File: src/hdl/dre_pkg.sv
/*
 * Constants shared by the root-entry decode block: entry layout,
 * table geometry and field positions.
 * Assumes a single 50 MHz clock domain and 128-bit entries in memory.
 */
// Operation
// - Clear present bit means entry absent; block every request through it.
// - Present bit set: continue request with the context table it points to; with CHECK_RSV, a set reserved bit faults it instead.
// - Bits 63:12 give the 4KB-aligned context table base for the bus.
// - Pointer bits from host address width up to 63 are treated as zero.
// - Reserved fields and pointer are examined only when present bit set.
package dre_pkg;
    // ------------------------------------------------------------
    // Entry layout
    // ------------------------------------------------------------
    localparam int ENTRY_W = 128;
    localparam int PRESENT_BIT = 0;
    localparam int PTR_LSB = 12;
    localparam int PTR_MSB = 63;
    localparam int RSV_LO_LSB = 1;
    localparam int RSV_LO_MSB = 11;
    localparam int RSV_HI_LSB = 64;
    localparam int RSV_HI_MSB = 127;
    // ------------------------------------------------------------
    // Table geometry
    // ------------------------------------------------------------
    localparam int ADDR_W = 64;
    localparam int BUS_W = 8;
    localparam int ENTRY_SHIFT = 4; // Sixteen bytes per entry
    localparam int DEF_HOST_ADDR_WIDTH = 48;
    // ------------------------------------------------------------
    // Outcome of a decode
    // ------------------------------------------------------------
    typedef enum logic [1:0] {
        DRE_RES_CONTINUE,
        DRE_RES_BLOCKED,
        DRE_RES_FAULT
    } dre_result_t;
endpackage : dre_pkg

File: src/hdl/dre_ptr_mask.sv
/*
 * Masks a context-table pointer to the host address width.
 * Assumes the host address width lies between 13 and 64.
 */
`timescale 1ns/10ps
module dre_ptr_mask #(
    parameter int HOST_ADDR_WIDTH = dre_pkg::DEF_HOST_ADDR_WIDTH
) (
    // Raw entry low half
    input wire logic [dre_pkg::ADDR_W-1:0] entry_lo_i,
    // Masked base and flag for nonzero bits above the host width
    output logic [dre_pkg::ADDR_W-1:0] base_o,
    output logic above_width_o
);
    import dre_pkg::*;
    logic [ADDR_W-1:0] keep_mask;
    logic [ADDR_W-1:0] field;

    // Pointer field only, 4KB aligned, then cut at the host width
    always_comb begin
        keep_mask = (HOST_ADDR_WIDTH >= ADDR_W) ? '1 :
            ((ADDR_W'(1) << HOST_ADDR_WIDTH) - ADDR_W'(1));
        field = entry_lo_i & ~((64'(1) << PTR_LSB) - 64'(1));
        base_o = field & keep_mask;
        above_width_o = |(field & ~keep_mask);
    end
endmodule : dre_ptr_mask

File: src/hdl/dre_root_decode.sv
/*
 * Root-entry decode: forms the entry address from the bus number,
 * issues one memory read, and decides whether the request continues.
 * Assumes memory answers each read exactly once with rd_valid_i,
 * and never while the clock enable is low.
 * Assumes root_base_i is 4KB aligned and held while a fetch is open.
 * Results hold on res_kind_o and ctx_base_o until the next answer.
 */
`timescale 1ns/10ps
module dre_root_decode #(
    parameter int HOST_ADDR_WIDTH = dre_pkg::DEF_HOST_ADDR_WIDTH,
    parameter bit CHECK_RSV = 1'b1
) (
    // Clock, reset, enable
    input wire logic clk_i,
    input wire logic reset_i,
    input wire logic en_i,
    // Root table base (4KB aligned)
    input wire logic [dre_pkg::ADDR_W-1:0] root_base_i,
    // Request from DMA side
    input wire logic req_valid_i,
    input wire logic [dre_pkg::BUS_W-1:0] req_bus_i,
    output logic req_ready_o,
    // Memory read port
    output logic rd_req_o,
    output logic [dre_pkg::ADDR_W-1:0] rd_addr_o,
    input wire logic rd_valid_i,
    input wire logic [dre_pkg::ENTRY_W-1:0] rd_data_i,
    // Decode result
    output logic res_valid_o,
    output dre_pkg::dre_result_t res_kind_o,
    output logic [dre_pkg::ADDR_W-1:0] ctx_base_o
);
    import dre_pkg::*;

    // Sequencer states
    typedef enum logic [1:0] {S_IDLE, S_READ, S_WAIT, S_DONE} dre_state_t;
    dre_state_t state_q;
    logic [ADDR_W-1:0] addr_q;
    // Captured entry, decode inputs and registered result
    logic [ENTRY_W-1:0] entry_q;
    logic [ADDR_W-1:0] masked_base;
    logic above_width;
    logic present;
    logic rsv_bad;
    logic res_valid_q;
    dre_result_t res_kind_q;
    logic [ADDR_W-1:0] ctx_base_q;

    // Pointer bits that may survive: 63:12, cut at the host width
    localparam logic [ADDR_W-1:0] PTR_KEEP =
        ((ADDR_W'(1) << HOST_ADDR_WIDTH) - ADDR_W'(1)) &
        ~((ADDR_W'(1) << PTR_LSB) - ADDR_W'(1));

    // ------------------------------------------------------------
    // Pointer masking
    // ------------------------------------------------------------
    // Wide pointers are cut silently, never faulted
    dre_ptr_mask #(.HOST_ADDR_WIDTH(HOST_ADDR_WIDTH)) u_mask (
        .entry_lo_i(rd_data_i[PTR_MSB:0]),
        .base_o(masked_base),
        .above_width_o(above_width)
    );

    // Reserved bits checked only as a sanity aid for software
    always_comb begin
        present = rd_data_i[PRESENT_BIT];
        rsv_bad = CHECK_RSV &&
            ((|rd_data_i[RSV_HI_MSB:RSV_HI_LSB]) ||
             (|rd_data_i[RSV_LO_MSB:RSV_LO_LSB]));
    end

    // ------------------------------------------------------------
    // Sequencer
    // ------------------------------------------------------------
    // One request in flight keeps ordering trivially correct
    // Memory answers outside S_WAIT are not heard
    always_ff @(posedge clk_i) begin
        if (reset_i) begin
            state_q <= S_IDLE;
        end else if (en_i) begin
            unique case (state_q)
                S_IDLE: if (req_valid_i) state_q <= S_READ;
                S_READ: state_q <= S_WAIT;
                S_WAIT: if (rd_valid_i) state_q <= S_DONE;
                S_DONE: state_q <= S_IDLE;
            endcase
        end
    end

    // Entry address: base plus bus times sixteen
    always_ff @(posedge clk_i) begin
        if (reset_i) begin
            addr_q <= '0;
        end else if (en_i && state_q == S_IDLE && req_valid_i) begin
            addr_q <= root_base_i +
                (ADDR_W'(req_bus_i) << ENTRY_SHIFT);
        end
    end

    // Capture the entry and decide
    // Reserved bits of an absent entry never reach the decision
    always_ff @(posedge clk_i) begin
        if (reset_i) begin
            entry_q <= '0;
            res_kind_q <= DRE_RES_BLOCKED;
            ctx_base_q <= '0;
        end else if (en_i && state_q == S_WAIT && rd_valid_i) begin
            entry_q <= rd_data_i;
            if (!present) begin
                res_kind_q <= DRE_RES_BLOCKED;
                ctx_base_q <= '0; // Pointer ignored when absent
            end else if (rsv_bad) begin
                res_kind_q <= DRE_RES_FAULT;
                ctx_base_q <= '0;
            end else begin
                res_kind_q <= DRE_RES_CONTINUE;
                ctx_base_q <= masked_base;
            end
        end
    end

    // Result strobe, one cycle
    // Frozen with the rest while the enable is low
    always_ff @(posedge clk_i) begin
        if (reset_i) begin
            res_valid_q <= 1'b0;
        end else if (en_i) begin
            res_valid_q <= (state_q == S_WAIT) && rd_valid_i;
        end
    end

    // ------------------------------------------------------------
    // Outputs
    // ------------------------------------------------------------
    // Handshakes are combinational so a stall drops them at once
    assign req_ready_o = (state_q == S_IDLE) && en_i;
    assign rd_req_o = (state_q == S_READ) && en_i;
    assign rd_addr_o = addr_q;
    assign res_valid_o = res_valid_q;
    assign res_kind_o = res_kind_q;
    assign ctx_base_o = ctx_base_q;

    // ------------------------------------------------------------
    // Checks
    // ------------------------------------------------------------
    // Outcome of each fetched entry
    absent_blocks_a: assert property (
        @(posedge clk_i) disable iff (reset_i)
        en_i && state_q == S_WAIT && rd_valid_i && !present
        |=> res_valid_o && res_kind_o == DRE_RES_BLOCKED)
        else $error("absent entry not blocked");
    present_goes_a: assert property (
        @(posedge clk_i) disable iff (reset_i)
        en_i && state_q == S_WAIT && rd_valid_i && present && !rsv_bad
        |=> res_valid_o && res_kind_o == DRE_RES_CONTINUE)
        else $error("present entry not continued");
    blocked_only_a: assert property (
        @(posedge clk_i) disable iff (reset_i)
        res_valid_o && res_kind_o == DRE_RES_BLOCKED
        |-> !entry_q[PRESENT_BIT])
        else $error("present entry blocked");
    fault_rsv_a: assert property (
        @(posedge clk_i) disable iff (reset_i)
        res_valid_o && res_kind_o == DRE_RES_FAULT
        |-> entry_q[PRESENT_BIT] && CHECK_RSV &&
        ((|entry_q[RSV_HI_MSB:RSV_HI_LSB]) ||
         (|entry_q[RSV_LO_MSB:RSV_LO_LSB])))
        else $error("fault without a present reserved violation");
    absent_ignored_a: assert property (
        @(posedge clk_i) disable iff (reset_i)
        res_valid_o && !entry_q[PRESENT_BIT]
        |-> res_kind_o != DRE_RES_FAULT && ctx_base_o == '0)
        else $error("fields of absent entry examined");
    kind_hold_a: assert property (
        @(posedge clk_i) disable iff (reset_i)
        !(en_i && state_q == S_WAIT && rd_valid_i)
        |=> $stable(res_kind_o) && $stable(ctx_base_o))
        else $error("result changed without a memory answer");
    res_pulse_a: assert property (
        @(posedge clk_i) disable iff (reset_i)
        en_i && res_valid_o |=> !res_valid_o)
        else $error("result strobe held for more than a cycle");

    // Context-table pointer
    base_aligned_a: assert property (
        @(posedge clk_i) disable iff (reset_i)
        res_valid_o |-> ctx_base_o[PTR_LSB-1:0] == '0)
        else $error("context base not 4KB aligned");
    ptr_kept_a: assert property (
        @(posedge clk_i) disable iff (reset_i)
        res_valid_o && res_kind_o == DRE_RES_CONTINUE
        |-> ((ctx_base_o ^ entry_q[PTR_MSB:0]) & PTR_KEEP) == '0)
        else $error("context base lost pointer bits");
    width_masked_a: assert property (
        @(posedge clk_i) disable iff (reset_i)
        res_valid_o |-> (ctx_base_o & ~PTR_KEEP) == '0)
        else $error("pointer bits above host width not cleared");

    // Memory read handshake
    entry_addr_a: assert property (
        @(posedge clk_i) disable iff (reset_i)
        en_i && state_q == S_IDLE && req_valid_i ##1 en_i
        |-> rd_req_o && rd_addr_o == $past(root_base_i) +
        (ADDR_W'($past(req_bus_i)) << ENTRY_SHIFT))
        else $error("wrong root entry address");
    rd_once_a: assert property (
        @(posedge clk_i) disable iff (reset_i)
        en_i && rd_req_o |=> !rd_req_o)
        else $error("root entry read more than once");
    addr_hold_a: assert property (
        @(posedge clk_i) disable iff (reset_i)
        state_q != S_IDLE |=> $stable(rd_addr_o))
        else $error("entry address moved during a fetch");

    // Main scenarios reached
    cov_block_c: cover property (@(posedge clk_i)
        res_valid_o && res_kind_o == DRE_RES_BLOCKED);
    cov_cont_c: cover property (@(posedge clk_i)
        res_valid_o && res_kind_o == DRE_RES_CONTINUE);
    cov_fault_c: cover property (@(posedge clk_i)
        res_valid_o && res_kind_o == DRE_RES_FAULT);
    cov_wide_c: cover property (@(posedge clk_i)
        en_i && state_q == S_WAIT && rd_valid_i && present && above_width);
endmodule : dre_root_decode

File: config.mk
export PLATFORM = sky130hd
export DESIGN_NAME = dre_root_decode
export DESIGN_NICKNAME = d
export VERILOG_FILES = /design/src/hdl/dre_pkg.sv /design/src/hdl/dre_ptr_mask.sv /design/src/hdl/dre_root_decode.sv
export SDC_FILE = /design/constraint.sdc
export NUM_CORES = 1
export LEC_CHECK = 0
export ABC_AREA = 1
export BUFFER_PORTS_ARGS = -buffer_cell sky130_fd_sc_hd__buf_4
export CORE_AREA = 2 2 131 133
export DETAILED_ROUTE_END_ITERATION = 12
export DIE_AREA = 0 0 133 135
export PLACE_DENSITY = 0.79
export SKIP_LAST_GASP = 1
export SYNTH_ARGS = -nofsm -noshare
export SYNTH_HDL_FRONTEND = slang
export SYNTH_SLANG_ARGS = --single-unit
File: constraint.sdc
create_clock -name clk_i -period 3.46 [get_ports clk_i]
set_input_delay 0.173 -clock clk_i [delete_from_list [all_inputs] [get_ports clk_i]]
set_output_delay 0.173 -clock clk_i [all_outputs]
set_load 0.01 [all_outputs]
# Yosys cells after proc, flatten, opt, wreduce, memory -nomap -nowiden
# Cells that the tools add are included.
# word_totals
reg_bits,133
inputBits,205
output_inout_bits,133
# classes
add_sub_neg,1
eq_ne,5
n_mux,7
reduce_logical,11
# ops
op,count
$mux W48,2
$add A64 B12 Y64,1
$reduce_or A64 Y1,1
$reduce_or A11 Y1,1
$mux W2,4
$pmux W2 S4,1
$logic_and A1 B1 Y1,6
$eq A2 B2 Y1 const B,2
$ne A2 B2 Y1 const B,2
$reduce_and A3 Y1,1
$eq A2 B1 Y1 const B,1
$logic_not A2 Y1,1
$logic_or A1 B1 Y1,1

# Logic depth before layout (Yosys ltp)
# Gate-level depths: netlist of the first run.
# depth
word_depth,4
ltp_mapped,15

# Modules after synthesis
# Synthesis of the first run repeated with hierarchy kept, for this count alone.
# unflattened
cells_unflattened,1478
hier_area_um2,9097.5
# by_module_without_submodules
mod,instances,cells_per_inst,area_each_um2,seq_area_each_um2
dre_root_decode,1,1398,8557.0,2662.6
dre_ptr_mask,1,80,540.5,0.0

# Worst setup path before layout of the first run
# Ideal clock, no wire load.
# synth_path
path_type,input-to-reg
from,input port root_base_i[4] in the netlist's numbering
to,"register addr_q[52], in the netlist rd_addr_o[52]"
arrival_time_ns,1.650
required_time_ns,3.351
path_slack_ns,1.701
cell_stages,15
n_path_buf,0
cell_sequence,ha_1 > inv_1 > fa_1 > inv_1 > nand3_1 > nand3_1 > nand2_1 > nand2_2 > nand2_1 > inv_1 > nand2_1 > nand2_1 > nand3_1 > nand2_1 > inv_1
# synth_between
elab_chain_cells,1
# synth_rtl
item,line_no,source
start: declaration,dre_root_decode.sv:19,"input wire logic [dre_pkg::ADDR_W-1:0] root_base_i,"
$add A64 B12 Y64,dre_root_decode.sv:96,addr_q <= root_base_i +
end signal: assignment,dre_root_decode.sv:96,
end: declaration,dre_root_decode.sv:39,logic [ADDR_W-1:0] addr_q;
# Every way passes these cells.
# A chain may end at the register's enable or synchronous reset.

# Worst setup path in the final report of the first run
# layout_path
from,register state_q[1]
to,"register addr_q[7], in the netlist rd_addr_o[7]"
# layout_between
elab_chain_cells,3
# layout_rtl
item,line_no,source
start: declaration,dre_root_decode.sv:38,dre_state_t state_q;
start signal: assignment,dre_root_decode.sv:80,state_q <= S_IDLE;
start signal: assignment,dre_root_decode.sv:83,S_IDLE: if (req_valid_i) state_q <= S_READ;
start signal: assignment,dre_root_decode.sv:84,S_READ: state_q <= S_WAIT;
$logic_not A2 Y1,dre_root_decode.sv:95,end else if (en_i && state_q == S_IDLE && req_valid_i) begin
$logic_and A1 B1 Y1 (2 in series),dre_root_decode.sv:95,
# Every way passes these cells.

==> results of run 1 <==
-- layout make-up --
type	instances	area (um2)	share of cell area, %
Clock inverter	7	92.59	0.9225
Multi-Input combinational cell	882	4295	42.79
Clock buffer	9	225.2	2.244
Sequential cell	105	2102	20.94
Antenna cell	1	2.502	0.02493
Timing Repair Buffer	300	2277	22.69
Tap cell	220	275.3	2.742
Inverter	204	767.0	7.642
-- logic make-up after synthesis --
logic type	share of synthesized area, %
adders and majority gates	2.264
DFF	27.96
buffers and inverters	16.34
AOI/OAI and AO/OA	10.57
other	0.04989
and+or+nand+nor	41.41
xor gates and xnor gates	1.398
-- path summary, 6_finish.rpt --
check	end	slack, ns	from	cells past startpoint
min reg2reg	ctx_base_o[16]$_SDFFE_PP0P_	0.47	ctx_base_o[16]$_SDFFE_PP0P_	2
min	rd_addr_o[3]$_SDFFE_PP0P_	0.04	root_base_i[3]	3
max reg2reg	rd_addr_o[7]$_SDFFE_PP0P_	1.37	state_q[1]$_SDFFE_PP0P_	8
max	rd_addr_o[7]$_SDFFE_PP0P_	1.37	state_q[1]$_SDFFE_PP0P_	8
-- through the flow --
stage	worst slack, ns	instance area [um2]	std cells
6_report	1.370	10040	1728
3_5_place_dp	1.213	9717	1711
5_1_grt	1.183	10030	1727
3_3_place_gp	1.253	9717	1711
4_1_cts	1.365	10030	1727
2_1_floorplan	1.701	7619	1263
-- where the power goes --
group          total (uW)  internal, uW  switching [uW]  leakage [uW]
registers            1310          1280            37.0      0.000856
logic                 788           365             423       0.00423
clock network        1130           585             543      0.000149
-- synthesized netlist by cell type, types with 3 or more instances --
library cell	number	area [um2]
sky130_fd_sc_hd__nand3_2	4	40.04
sky130_fd_sc_hd__o21ai_0	26	130.1
sky130_fd_sc_hd__buf_4	29	217.7
sky130_fd_sc_hd__nand3b_1	13	97.59
sky130_fd_sc_hd__nand2_2	12	75.07
sky130_fd_sc_hd__nor2_2	7	43.79
sky130_fd_sc_hd__or2_0	5	31.28
sky130_fd_sc_hd__inv_1	199	747.0
sky130_fd_sc_hd__buf_2	10	50.05
sky130_fd_sc_hd__o21bai_1	10	75.07
sky130_fd_sc_hd__inv_2	3	11.26
sky130_fd_sc_hd__clkbuf_1	22	82.58
sky130_fd_sc_hd__ha_1	12	150.1
sky130_fd_sc_hd__nand2_1	321	1205
sky130_fd_sc_hd__o21a_1	46	345.3
sky130_fd_sc_hd__xor2_1	7	61.31
sky130_fd_sc_hd__nor2_1	171	641.9
sky130_fd_sc_hd__nor2_4	5	56.30
sky130_fd_sc_hd__buf_6	8	90.09
sky130_fd_sc_hd__nand4_1	59	369.1
sky130_fd_sc_hd__a21oi_1	44	220.2
sky130_fd_sc_hd__xnor2_1	5	43.79
sky130_fd_sc_hd__dfxtp_1	105	2102
sky130_fd_sc_hd__nor3_1	7	35.03
sky130_fd_sc_hd__nand3_1	89	445.4
-- critical path, cell delays in order, from the launching register on --
cell and delay (ns):
sky130_fd_sc_hd__dfxtp_1 0.33, sky130_fd_sc_hd__inv_1 0.12, sky130_fd_sc_hd__ha_1 0.20, sky130_fd_sc_hd__nand2_1 0.11
sky130_fd_sc_hd__nor2_4 0.12, sky130_fd_sc_hd__buf_12 0.36, sky130_fd_sc_hd__inv_1 0.40, sky130_fd_sc_hd__o21bai_1 0.26
sky130_fd_sc_hd__inv_1 0.06
-- sequential cells by signal (all words and copies together), names as in the netlist --
register,cells
res_kind_o,2
res_valid_o,1
state_q,2
ctx_base_o,36
rd_addr_o,64
-- per-layer routing --
layer  global-route usage, %  vias to the layer above  part of all wire, %
met5                       0                        -                    0
met4                   10.99                        0                  3.3
met3                   6.982                       54                  8.2
met2                   49.14                      374                   46
met1                   36.47                     3805                   42
li1                        -                     4344                    -
==> parameters.txt, run 1 <==
Parameter                              Value

Routing
  Routed Wire Length ... about 27000 um
  DRC ... 0
  Violation count after the first detailed-routing iteration ... 689
  Detailed Routing Iterations Pass 1 ... 6
  Routed length per instance ... between 15 and 20 um
  Remaining antenna violation count after routing ... 0
  Detailed-route via count ... 8577
  Mean number of vias per cell ... 4.964

Timing
  Fin crit share ... 60.40%
  Number of hold violations in the final report ... 0
  Final-report setup violation count ... 0
  Fmax achieved ... between 400 and 500 MHz
  Post-layout min period ... roughly 2.1 ns
  Max Clock Skew ... 0.008249 ns
  Fin. max-slew vios ... 0
  Max-Slew Margin vs Limit ... between 60% and 70%
  Setup repair after global routing missed its margin ... no
  Final Hold Slack ... 0.04362 ns
  Worst-margin pin slew ... roughly 0.58 ns
  Setup TNS after final layout ... 0 ns

Worst setup path
  CP startpoint kind ... flip-flop
  Arrival time reported for the critical path endpoint ... 2.34 ns
  Crit path max fanout ... about 110
  Critical Path RT ... 3.71 ns
  Category of the worst setup path capture point ... flip-flop
  Crit Path Class ... flip-flop to flip-flop

Floorplanning
  Core ar. ... 16410 um2
  Die boundary height ... 135 um
  Count of pins on the block boundary ... 338
  Die Span X ... 133 um
  Row cnt ... 47
  Initial Utilization ... 45.82%
  Die area ... 17960 um2

Clocking
  Setup repair bufs after CTS ... 0
  Number of gates resized after cts ... 0
  H-tree level count ... 3
  Master cell of the clock root buffer ... sky130_fd_sc_hd__clkbuf_16
  Hold-fix buffers at CTS ... 0
  Clock tree from TritonCTS ... yes
  Clk buf depth ... 2
  Clock slew at the register clock pins of the worst setup and hold paths ... 0.08 ns
  CTS buffer count ... 9
  Clk sinks ... 105
  Clock insertion delay at the later pin of the skew report ... approximately 0.36 ns

Power and ir drop
  Worst VDD drop ... 0.0002350 V
  Static leakage power ... 0.005238 uW
  Power Density ... 321.9 nW/um2
  Total chip power ... 3231 uW

Yosys
  Cell variety after synth ... 38
  Dominant register cell in the synthesized netlist ... sky130_fd_sc_hd__dfxtp_1
  Post-Synthesis Cells ... 1236
  Sequential share of the synthesized area ... 27.96%
  EDFF count, synth ... 0
  Average footprint of a synthesized cell ... 6.082 um2
  Summed instance area of the synthesized netlist ... between 7000 and 8000 um2
  Number of synthesis warnings ... 0
  Count of state elements after synthesis ... 105
  Synth async-reset ratio ... 0%

Finish
  Layout cells sized above 1 ... approximately a quarter
  Relative area change from synthesis to final layout ... 33.52%
  Number of nets in the final layout ... around 1700
  Post-Route Utilization ... approximately three fifths
  Leading cell type in the layout, fill and taps excluded ... sky130_fd_sc_hd__nand2_1
  Most used cells in the layout excluding fill and tap cells ... sky130_fd_sc_hd__nand2_1, sky130_fd_sc_hd__buf_4, sky130_fd_sc_hd__inv_1
  Number of fillers in the final layout ... 1632

Global route
  Total global-route track usage ... 29.24%
  Total gr overflow ... 0
  Number of global-route vias before repair ... 8031
  Largest net degree at the start of global routing ... 115
  Initial antenna violation count ... 0
  First-pass GRT wire length ... 41320 um

Job
  Max_cap viols ... 0

Placed design
  Final weighted congestion of routability-driven global placement ... 0.9665
  Buffers on Ports ... slightly below 300
  Hpwl dp ... 21140 um

Worst hold path
  Min-Delay Path Class ... primary input to flip-flop

Status
  Outcome ... complete, no violations
(Power assumes the default switching activity.)
==> inputs of run 2 (changes only) <==
--- a/config.mk
+++ b/config.mk
@@ -7,10 +7,10 @@
 export LEC_CHECK = 0
 export ABC_AREA = 1
 export BUFFER_PORTS_ARGS = -buffer_cell sky130_fd_sc_hd__buf_4
-export CORE_AREA = 2 2 131 133
+export CORE_AREA = 2 2 132 134
 export DETAILED_ROUTE_END_ITERATION = 12
-export DIE_AREA = 0 0 133 135
-export PLACE_DENSITY = 0.79
+export DIE_AREA = 0 0 134 136
+export PLACE_DENSITY = 0.78
 export SKIP_LAST_GASP = 1
 export SYNTH_ARGS = -nofsm -noshare
 export SYNTH_HDL_FRONTEND = slang
==> constraint.sdc (replaced) <==
create_clock -name clk_i -period 2 [get_ports clk_i]
set_input_delay 0.1 -clock clk_i [delete_from_list [all_inputs] [get_ports clk_i]]
set_output_delay 0.1 -clock clk_i [all_outputs]
set_load 0.01 [all_outputs]
==> parameters.txt, run 2 (synthesis gave the netlist of run 1 again) <==
Parameter                              Value

Routing
  Detailed-route via count ... 8746 (+2.0%)
  Routed Wire Length ... 26920 um (+1.6%)
  Violation count after the first detailed-routing iteration ... 553 (-20%)
  Mean number of vias per cell ... 4.995 (+0.63%)
  DRC ... 0 (unchanged)
  Remaining antenna violation count after routing ... 0 (unchanged)
  Detailed Routing Iterations Pass 1 ... 5 (-1)
  Routed length per instance ... 15.38 um (+0.23%)

Timing
  Fin crit share ... 84.29% (+24 points)
  Max Clock Skew ... 0.007081 ns (-0.001168 ns)
  Setup repair after global routing missed its margin ... no
  Final Hold Slack ... 0.02635 ns (-0.01727 ns)
  Post-layout worst setup margin ... 0.3142 ns (-1.056 ns)
  Setup TNS after final layout ... 0 ns (unchanged)
  Final-report setup violation count ... 0 (unchanged)
  Worst-margin pin slew ... 0.5679 ns (-0.01541 ns)
  Number of hold violations in the final report ... 0 (unchanged)
  Fin. max-slew vios ... 0 (unchanged)
  Post-layout min period ... 1.686 ns (-0.4042 ns)
  Max-Slew Margin vs Limit ... 62.10% (+1.0 points)
  Fmax achieved ... 593.2 MHz (+24%)

Placed design
  Hpwl dp ... 21430 um (+1.4%)
  Final weighted congestion of routability-driven global placement ... 0.9523 (-1.5%)
  Placed Instances ... 1729 (+1.1%)
  Worst Setup Slack post-DPL ... -0.01270 ns (-1.225 ns)
  Buffers on Ports ... 293 (unchanged)

Worst setup path
  Crit path max fanout ... 42 (-63%)
  Slowest stage cell on the critical path ... sky130_fd_sc_hd__dfxtp_1
  Arrival time reported for the critical path endpoint ... 1.95 ns (-0.39 ns)
  Crit Path Class ... flip-flop to flip-flop
  Peak per-stage delay on the critical path ... 0.32 ns (-0.08 ns)
  CP startpoint kind ... flip-flop
  Critical Path RT ... 2.26 ns (-1.45 ns)
  Category of the worst setup path capture point ... flip-flop
  Cells on worst reg2reg path ... 9 (+1)
  Cell Chain, Critical Path ... inv_1 > ha_1 > nand2_1 > nor2_4 > buf_12 > buf_4 > nand3_1 > nand2_1 > inv_1

Finish
  Storage cell area ... 2102 um2 (unchanged)
  Number of nets in the final layout ... 1737 (+0.99%)
  Area taken by multi-input logic gates ... 4295 um2 (unchanged)
  Layout cells sized above 1 ... 24.21% (+0.52 points)
  Leading cell type in the layout, fill and taps excluded ... sky130_fd_sc_hd__nand2_1
  Relative area change from synthesis to final layout ... 35.67%
  Most used cells in the layout excluding fill and tap cells ... sky130_fd_sc_hd__nand2_1, sky130_fd_sc_hd__buf_4, sky130_fd_sc_hd__inv_1
  Final instance count without filler cells ... 1751 (+1.3%)
  Number of fillers in the final layout ... 1674 (+2.6%)
  Number of flip-flops under the largest register name ... 64 (unchanged)

Clocking
  Master cell of the clock root buffer ... sky130_fd_sc_hd__clkbuf_16
  CTS buffer count ... 9 (unchanged)
  Clk buf depth ... 2 (unchanged)
  Clk sinks ... 105 (unchanged)
  Clock insertion delay at the later pin of the skew report ... 0.36 ns (about the same)
  Clock slew at the register clock pins of the worst setup and hold paths ... 0.08 ns (about the same)
  Clock tree from TritonCTS ... yes
  H-tree level count ... 3 (unchanged)
  Setup repair bufs after CTS ... 0 (unchanged)

Global route
  First-pass GRT wire length ... 40810 um (-1.2%)
  Number of global-route vias before repair ... 7805 (-2.8%)
  Initial antenna violation count ... 2 (+2)
  Largest net degree at the start of global routing ... 66 (-43%)
  Total gr overflow ... 0 (unchanged)
  Total global-route track usage ... 28.64% (-0.59 points)

Status
  Outcome ... complete, no violations

Worst hold path
  Min-Delay Path Class ... primary input to flip-flop
  Worst hold path depth ... 5 (+2)

Floorplanning
  Initial Utilization ... 44.54% (-1.3 points)
  Row cnt ... 48 (+2.1%)
  Die area ... 18220 um2 (+1.5%)
  Die boundary height ... 136 um (+0.74%)
  Die Span X ... 134 um (+0.75%)
  Core ar. ... 16880 um2 (+2.9%)
  Count of pins on the block boundary ... 338 (unchanged)

Power and ir drop
  Worst VDD drop ... 0.0003984 V (+70%)
  Power Density ... 540.9 nW/um2 (+68%)
  Static leakage power ... 0.005326 uW (+1.7%)
  Total chip power ... 5516 uW (+71%)

Job
  Max_cap viols ... 0 (unchanged)
-- run 2: cell count changes in the layout (fill, tap and decap cells not counted), sizes merged --
cell / delta
clkinvlp: -2
inv: -2
dlygate4sd3: +4
buf: +13
diode: +1
clkinv: +3
clkbuf: +1
-- run 2: report_power, final --
| part | internal [uW] | switching (uW) | leakage [uW] |
|---|---|---|---|
| logic | 664 | 741 | 0.00432 |
| clock network | 980 | 853 | 0.000147 |
| registers | 2210 | 67.3 | 0.000856 |
-- run 2: area by class of cell --
class / count / area share, %
diodes: 2 / 0.04907
clock buffers: 10 / 2.245
clock inverters: 6 / 0.6502
inverters: 204 / 7.521
multi-input cells: 882 / 42.12
flip-flops and latches: 105 / 20.61
well taps: 225 / 2.760
repair buffers: 317 / 24.05
-- run 2: path summary, 6_finish.rpt --
kind	startpoint	endpoint	slack [ns]
max	state_q[0]$_SDFFE_PP0P_	rd_addr_o[26]$_SDFFE_PP0P_	0.31
min	root_base_i[63]	rd_addr_o[63]$_SDFFE_PP0P_	0.03
max reg2reg	state_q[0]$_SDFFE_PP0P_	rd_addr_o[26]$_SDFFE_PP0P_	0.31
min reg2reg	ctx_base_o[29]$_SDFFE_PP0P_	ctx_base_o[29]$_SDFFE_PP0P_	0.47
-- run 2: worst max-delay path, delay by kind of cell (launching register included) --
kind | cells | cell delay [ns]
DFF | 1 | 0.32
buffers and inverters | 4 | 0.61
adders and majority gates | 1 | 0.18
and+or+nand+nor | 4 | 0.46
-- run 2: timing repair --
action / in CTS / in global routing
gates resized for setup: 0 / 0
hold buffers: 4 / 0
endpoints found under the hold margin: 4 / 0
setup endpoints to repair: 0 / 0
-- run 2: per-layer routing --
| metal | routed length, um | up-vias | track usage (%) | share of wire [%] |
|---|---|---|---|---|
| met3 | 2243 | 63 | 6.115 | 8.3 |
| met5 | 0 | - | 0 | 0 |
| met4 | 991 | 0 | 12.47 | 3.7 |
| met2 | 12570 | 418 | 48.43 | 47 |
| li1 | - | 4389 | - | - |
| met1 | 11120 | 3876 | 35.19 | 41 |
-- run 2: stage by stage --
| stage | instance area, um2 | util (%) |
|---|---|---|
| finish | 10200 | 60.43 |
| CTS | 10190 | 60.40 |
| global placement | 9858 | 58.41 |
| floorplan | 7619 | - |
| detailed placement | 9858 | 58.41 |
| global route | 10200 | 60.43 |
==> inputs of run 3 (changes only) <==
==> constraint.sdc (replaced) <==
create_clock -name clk_i -period 1.76 [get_ports clk_i]
set_input_delay 0.088 -clock clk_i [delete_from_list [all_inputs] [get_ports clk_i]]
set_output_delay 0.088 -clock clk_i [all_outputs]
set_load 0.01 [all_outputs]
==> parameters.txt, run 3 (synthesis gave the netlist of run 1 again) <==
Parameter                              Value

Status
  Outcome ... complete, no violations

Routing
  Routed metal-1 wire length ... 10890 um (-2.0%)
  Routed Wire Length ... 27090 um (+0.62%)
  Mean number of vias per cell ... 5.039 (+0.89%)
  Amount of wire on met2 after detailed routing ... 12510 um (-0.52%)
  Total length of routed met3 wires ... 2582 um (+15%)
  Detailed Routing Iterations Pass 1 ... 5 (unchanged)
  Violation count after the first detailed-routing iteration ... 587 (+6.1%)
  Remaining antenna violation count after routing ... 0 (unchanged)
  DRC ... 0 (unchanged)
  Detailed-route via count ... 8884 (+1.6%)
  Highest signal layer in the routed design ... met4
  Routed length per instance ... 15.37 um (about the same)

Clocking
  CTS buffer count ... 9 (unchanged)
  Master cell of the clock root buffer ... sky130_fd_sc_hd__clkbuf_16
  H-tree level count ... 3 (unchanged)
  Clock insertion delay at the later pin of the skew report ... 0.36 ns (about the same)
  Clock slew at the register clock pins of the worst setup and hold paths ... 0.07 ns (about the same)
  Clock tree from TritonCTS ... yes
  Clk sinks ... 105 (unchanged)
  Clk buf depth ... 2 (unchanged)
  Setup repair bufs after CTS ... 0 (unchanged)

Floorplanning
  Die boundary height ... 136 um (unchanged)
  Core ar. ... 16880 um2 (unchanged)
  Die Span X ... 134 um (unchanged)
  Die area ... 18220 um2 (unchanged)
  Row cnt ... 48 (unchanged)
  Initial Utilization ... 44.54% (unchanged)
  Count of pins on the block boundary ... 338 (unchanged)

Timing
  Post-layout min period ... 1.634 ns (-0.05167 ns)
  Number of hold violations in the final report ... 0 (unchanged)
  Post-layout worst setup margin ... 0.1259 ns (-0.1883 ns)
  Max Clock Skew ... 0.005276 ns (-0.001804 ns)
  Setup repair after global routing missed its margin ... no
  Final-report setup violation count ... 0 (unchanged)
  Fin. max-slew vios ... 0 (unchanged)
  Fmax achieved ... 612.0 MHz (+3.2%)
  Fin crit share ... 92.85% (+8.6 points)

Global route
  Total gr overflow ... 0 (unchanged)
  Number of global-route vias before repair ... 8075 (+3.5%)
  Largest net degree at the start of global routing ... 53 (-20%)
  Initial antenna violation count ... 0 (-2)
  First-pass GRT wire length ... 41540 um (+1.8%)
  Total global-route track usage ... 29.07% (+0.42 points)

Finish
  Storage cell area ... 2102 um2 (unchanged)
  Relative area change from synthesis to final layout ... 37.22%
  Layout cells sized above 1 ... 24.97% (+0.75 points)
  Number of nets in the final layout ... 1751 (+0.81%)
  Post-Route Utilization ... 61.12% (+0.69 points)
  Antenna cells ... 0 (-2)
  Leading cell type in the layout, fill and taps excluded ... sky130_fd_sc_hd__buf_4
  Number of flip-flops under the largest register name ... 64 (unchanged)
  Area taken by multi-input logic gates ... 4295 um2 (unchanged)
  Most used cells in the layout excluding fill and tap cells ... sky130_fd_sc_hd__buf_4, sky130_fd_sc_hd__nand2_1, sky130_fd_sc_hd__inv_1
  Number of fillers in the final layout ... 1641 (-2.0%)

Worst setup path
  CP startpoint kind ... flip-flop
  Crit Path Class ... flip-flop to flip-flop
  Worst path bufs/invs ... 3 (-1)
  Cell Chain, Critical Path ... inv_1 > ha_1 > nand2_1 > nor2_4 > buf_12 > nand3_1 > nand2_1 > inv_1
  Slowest stage cell on the critical path ... sky130_fd_sc_hd__dfxtp_1
  Crit path max fanout ... 52 (+24%)
  Peak per-stage delay on the critical path ... 0.32 ns (about the same)
  Reg-to-Reg Start ... state_q[0]$_SDFFE_PP0P_
  Kind of cell adding the most delay to the critical path ... simple AND/OR/NAND/NOR gates
  Launching instance or port of the critical path ... state_q[0]$_SDFFE_PP0P_
  Arrival time reported for the critical path endpoint ... 1.89 ns (-0.06 ns)
  Critical Path RT ... 2.02 ns (-0.24 ns)
  Category of the worst setup path capture point ... flip-flop

Worst hold path
  Min-Delay Path Class ... primary input to flip-flop
  Worst hold start ... root_base_i[63]

Power and ir drop
  Total chip power ... 6357 uW (+15%)
  Static leakage power ... 0.005401 uW (+1.4%)
  Worst VDD drop ... 0.0005364 V (+35%)
  Power Density ... 616.3 nW/um2 (+14%)

Placed design
  Hpwl dp ... 21900 um (+2.2%)
  Final weighted congestion of routability-driven global placement ... 0.9701 (+1.9%)
  Worst Setup Slack post-DPL ... -0.1555 ns (-0.1428 ns)
  Buffers on Ports ... 293 (unchanged)

Job
  Max_cap viols ... 0 (unchanged)
run 3: changes by cell type in the layout (fill, tap and decap cells not counted):
cell and delta:
sky130_fd_sc_hd__clkbuf_8 +1, sky130_fd_sc_hd__inv_6 +1, sky130_fd_sc_hd__clkinvlp_4 +1, sky130_fd_sc_hd__clkinv_2 -2
sky130_fd_sc_hd__clkbuf_1 -1, sky130_fd_sc_hd__diode_2 -2, sky130_fd_sc_hd__buf_4 +14
run 3: where the power goes:
group	internal, uW	switching [uW]
Clock	1160	975
Sequential	2510	78.5
Combinational	780	850
Total	4450	1900
run 3: path summary, 6_finish.rpt:
path | cells after the start | slack, ns | endpoint
max | 8 | 0.13 | rd_addr_o[39]$_SDFFE_PP0P_
min | 5 | 0.03 | rd_addr_o[63]$_SDFFE_PP0P_
max reg2reg | 8 | 0.13 | rd_addr_o[39]$_SDFFE_PP0P_
min reg2reg | 2 | 0.47 | ctx_base_o[46]$_SDFFE_PP0P_
run 3: worst register-to-register path: cells and delay by family (launching register included):
kind / cells / cell delay [ns]
flip-flops: 1 / 0.32
adder cells (fa/ha/maj): 1 / 0.19
AND/OR/NAND/NOR: 4 / 0.62
buffers and inverters: 3 / 0.41
run 3: cell type report:
type                            instances  area share (%)
Tap cell                              225           2.729
Clock inverter                          6          0.7035
Inverter                              204           7.436
Timing Repair Buffer                  331           24.79
Multi-Input combinational cell        882           41.64
Sequential cell                       105           20.38
Clock buffer                           10           2.317
run 3: routing by layer:
layer | vias up | global-route usage, %
met5 | - | 0
li1 | 4410 | -
met4 | 0 | 13.42
met2 | 426 | 48.77
met1 | 3980 | 36.05
met3 | 68 | 5.667
run 3: repair_timing:
item,CTS,global route
hold buffers,4,0
hold endpoints to repair,4,0
resized for setup,0,0
run 3: per-stage QoR:
stage	instances	setup TNS [ns]	hold WS (ns)	area, um2
6_report	1763	0	0.02599	10310
5_1_grt	1763	0	0.05206	10310
4_1_cts	1763	0	0.01635	10310
3_5_place_dp	1743	-1.568	0.3261	9963
3_3_place_gp	1743	-0.5951	0.3144	9963
2_1_floorplan	1263	0	0.2229	7619
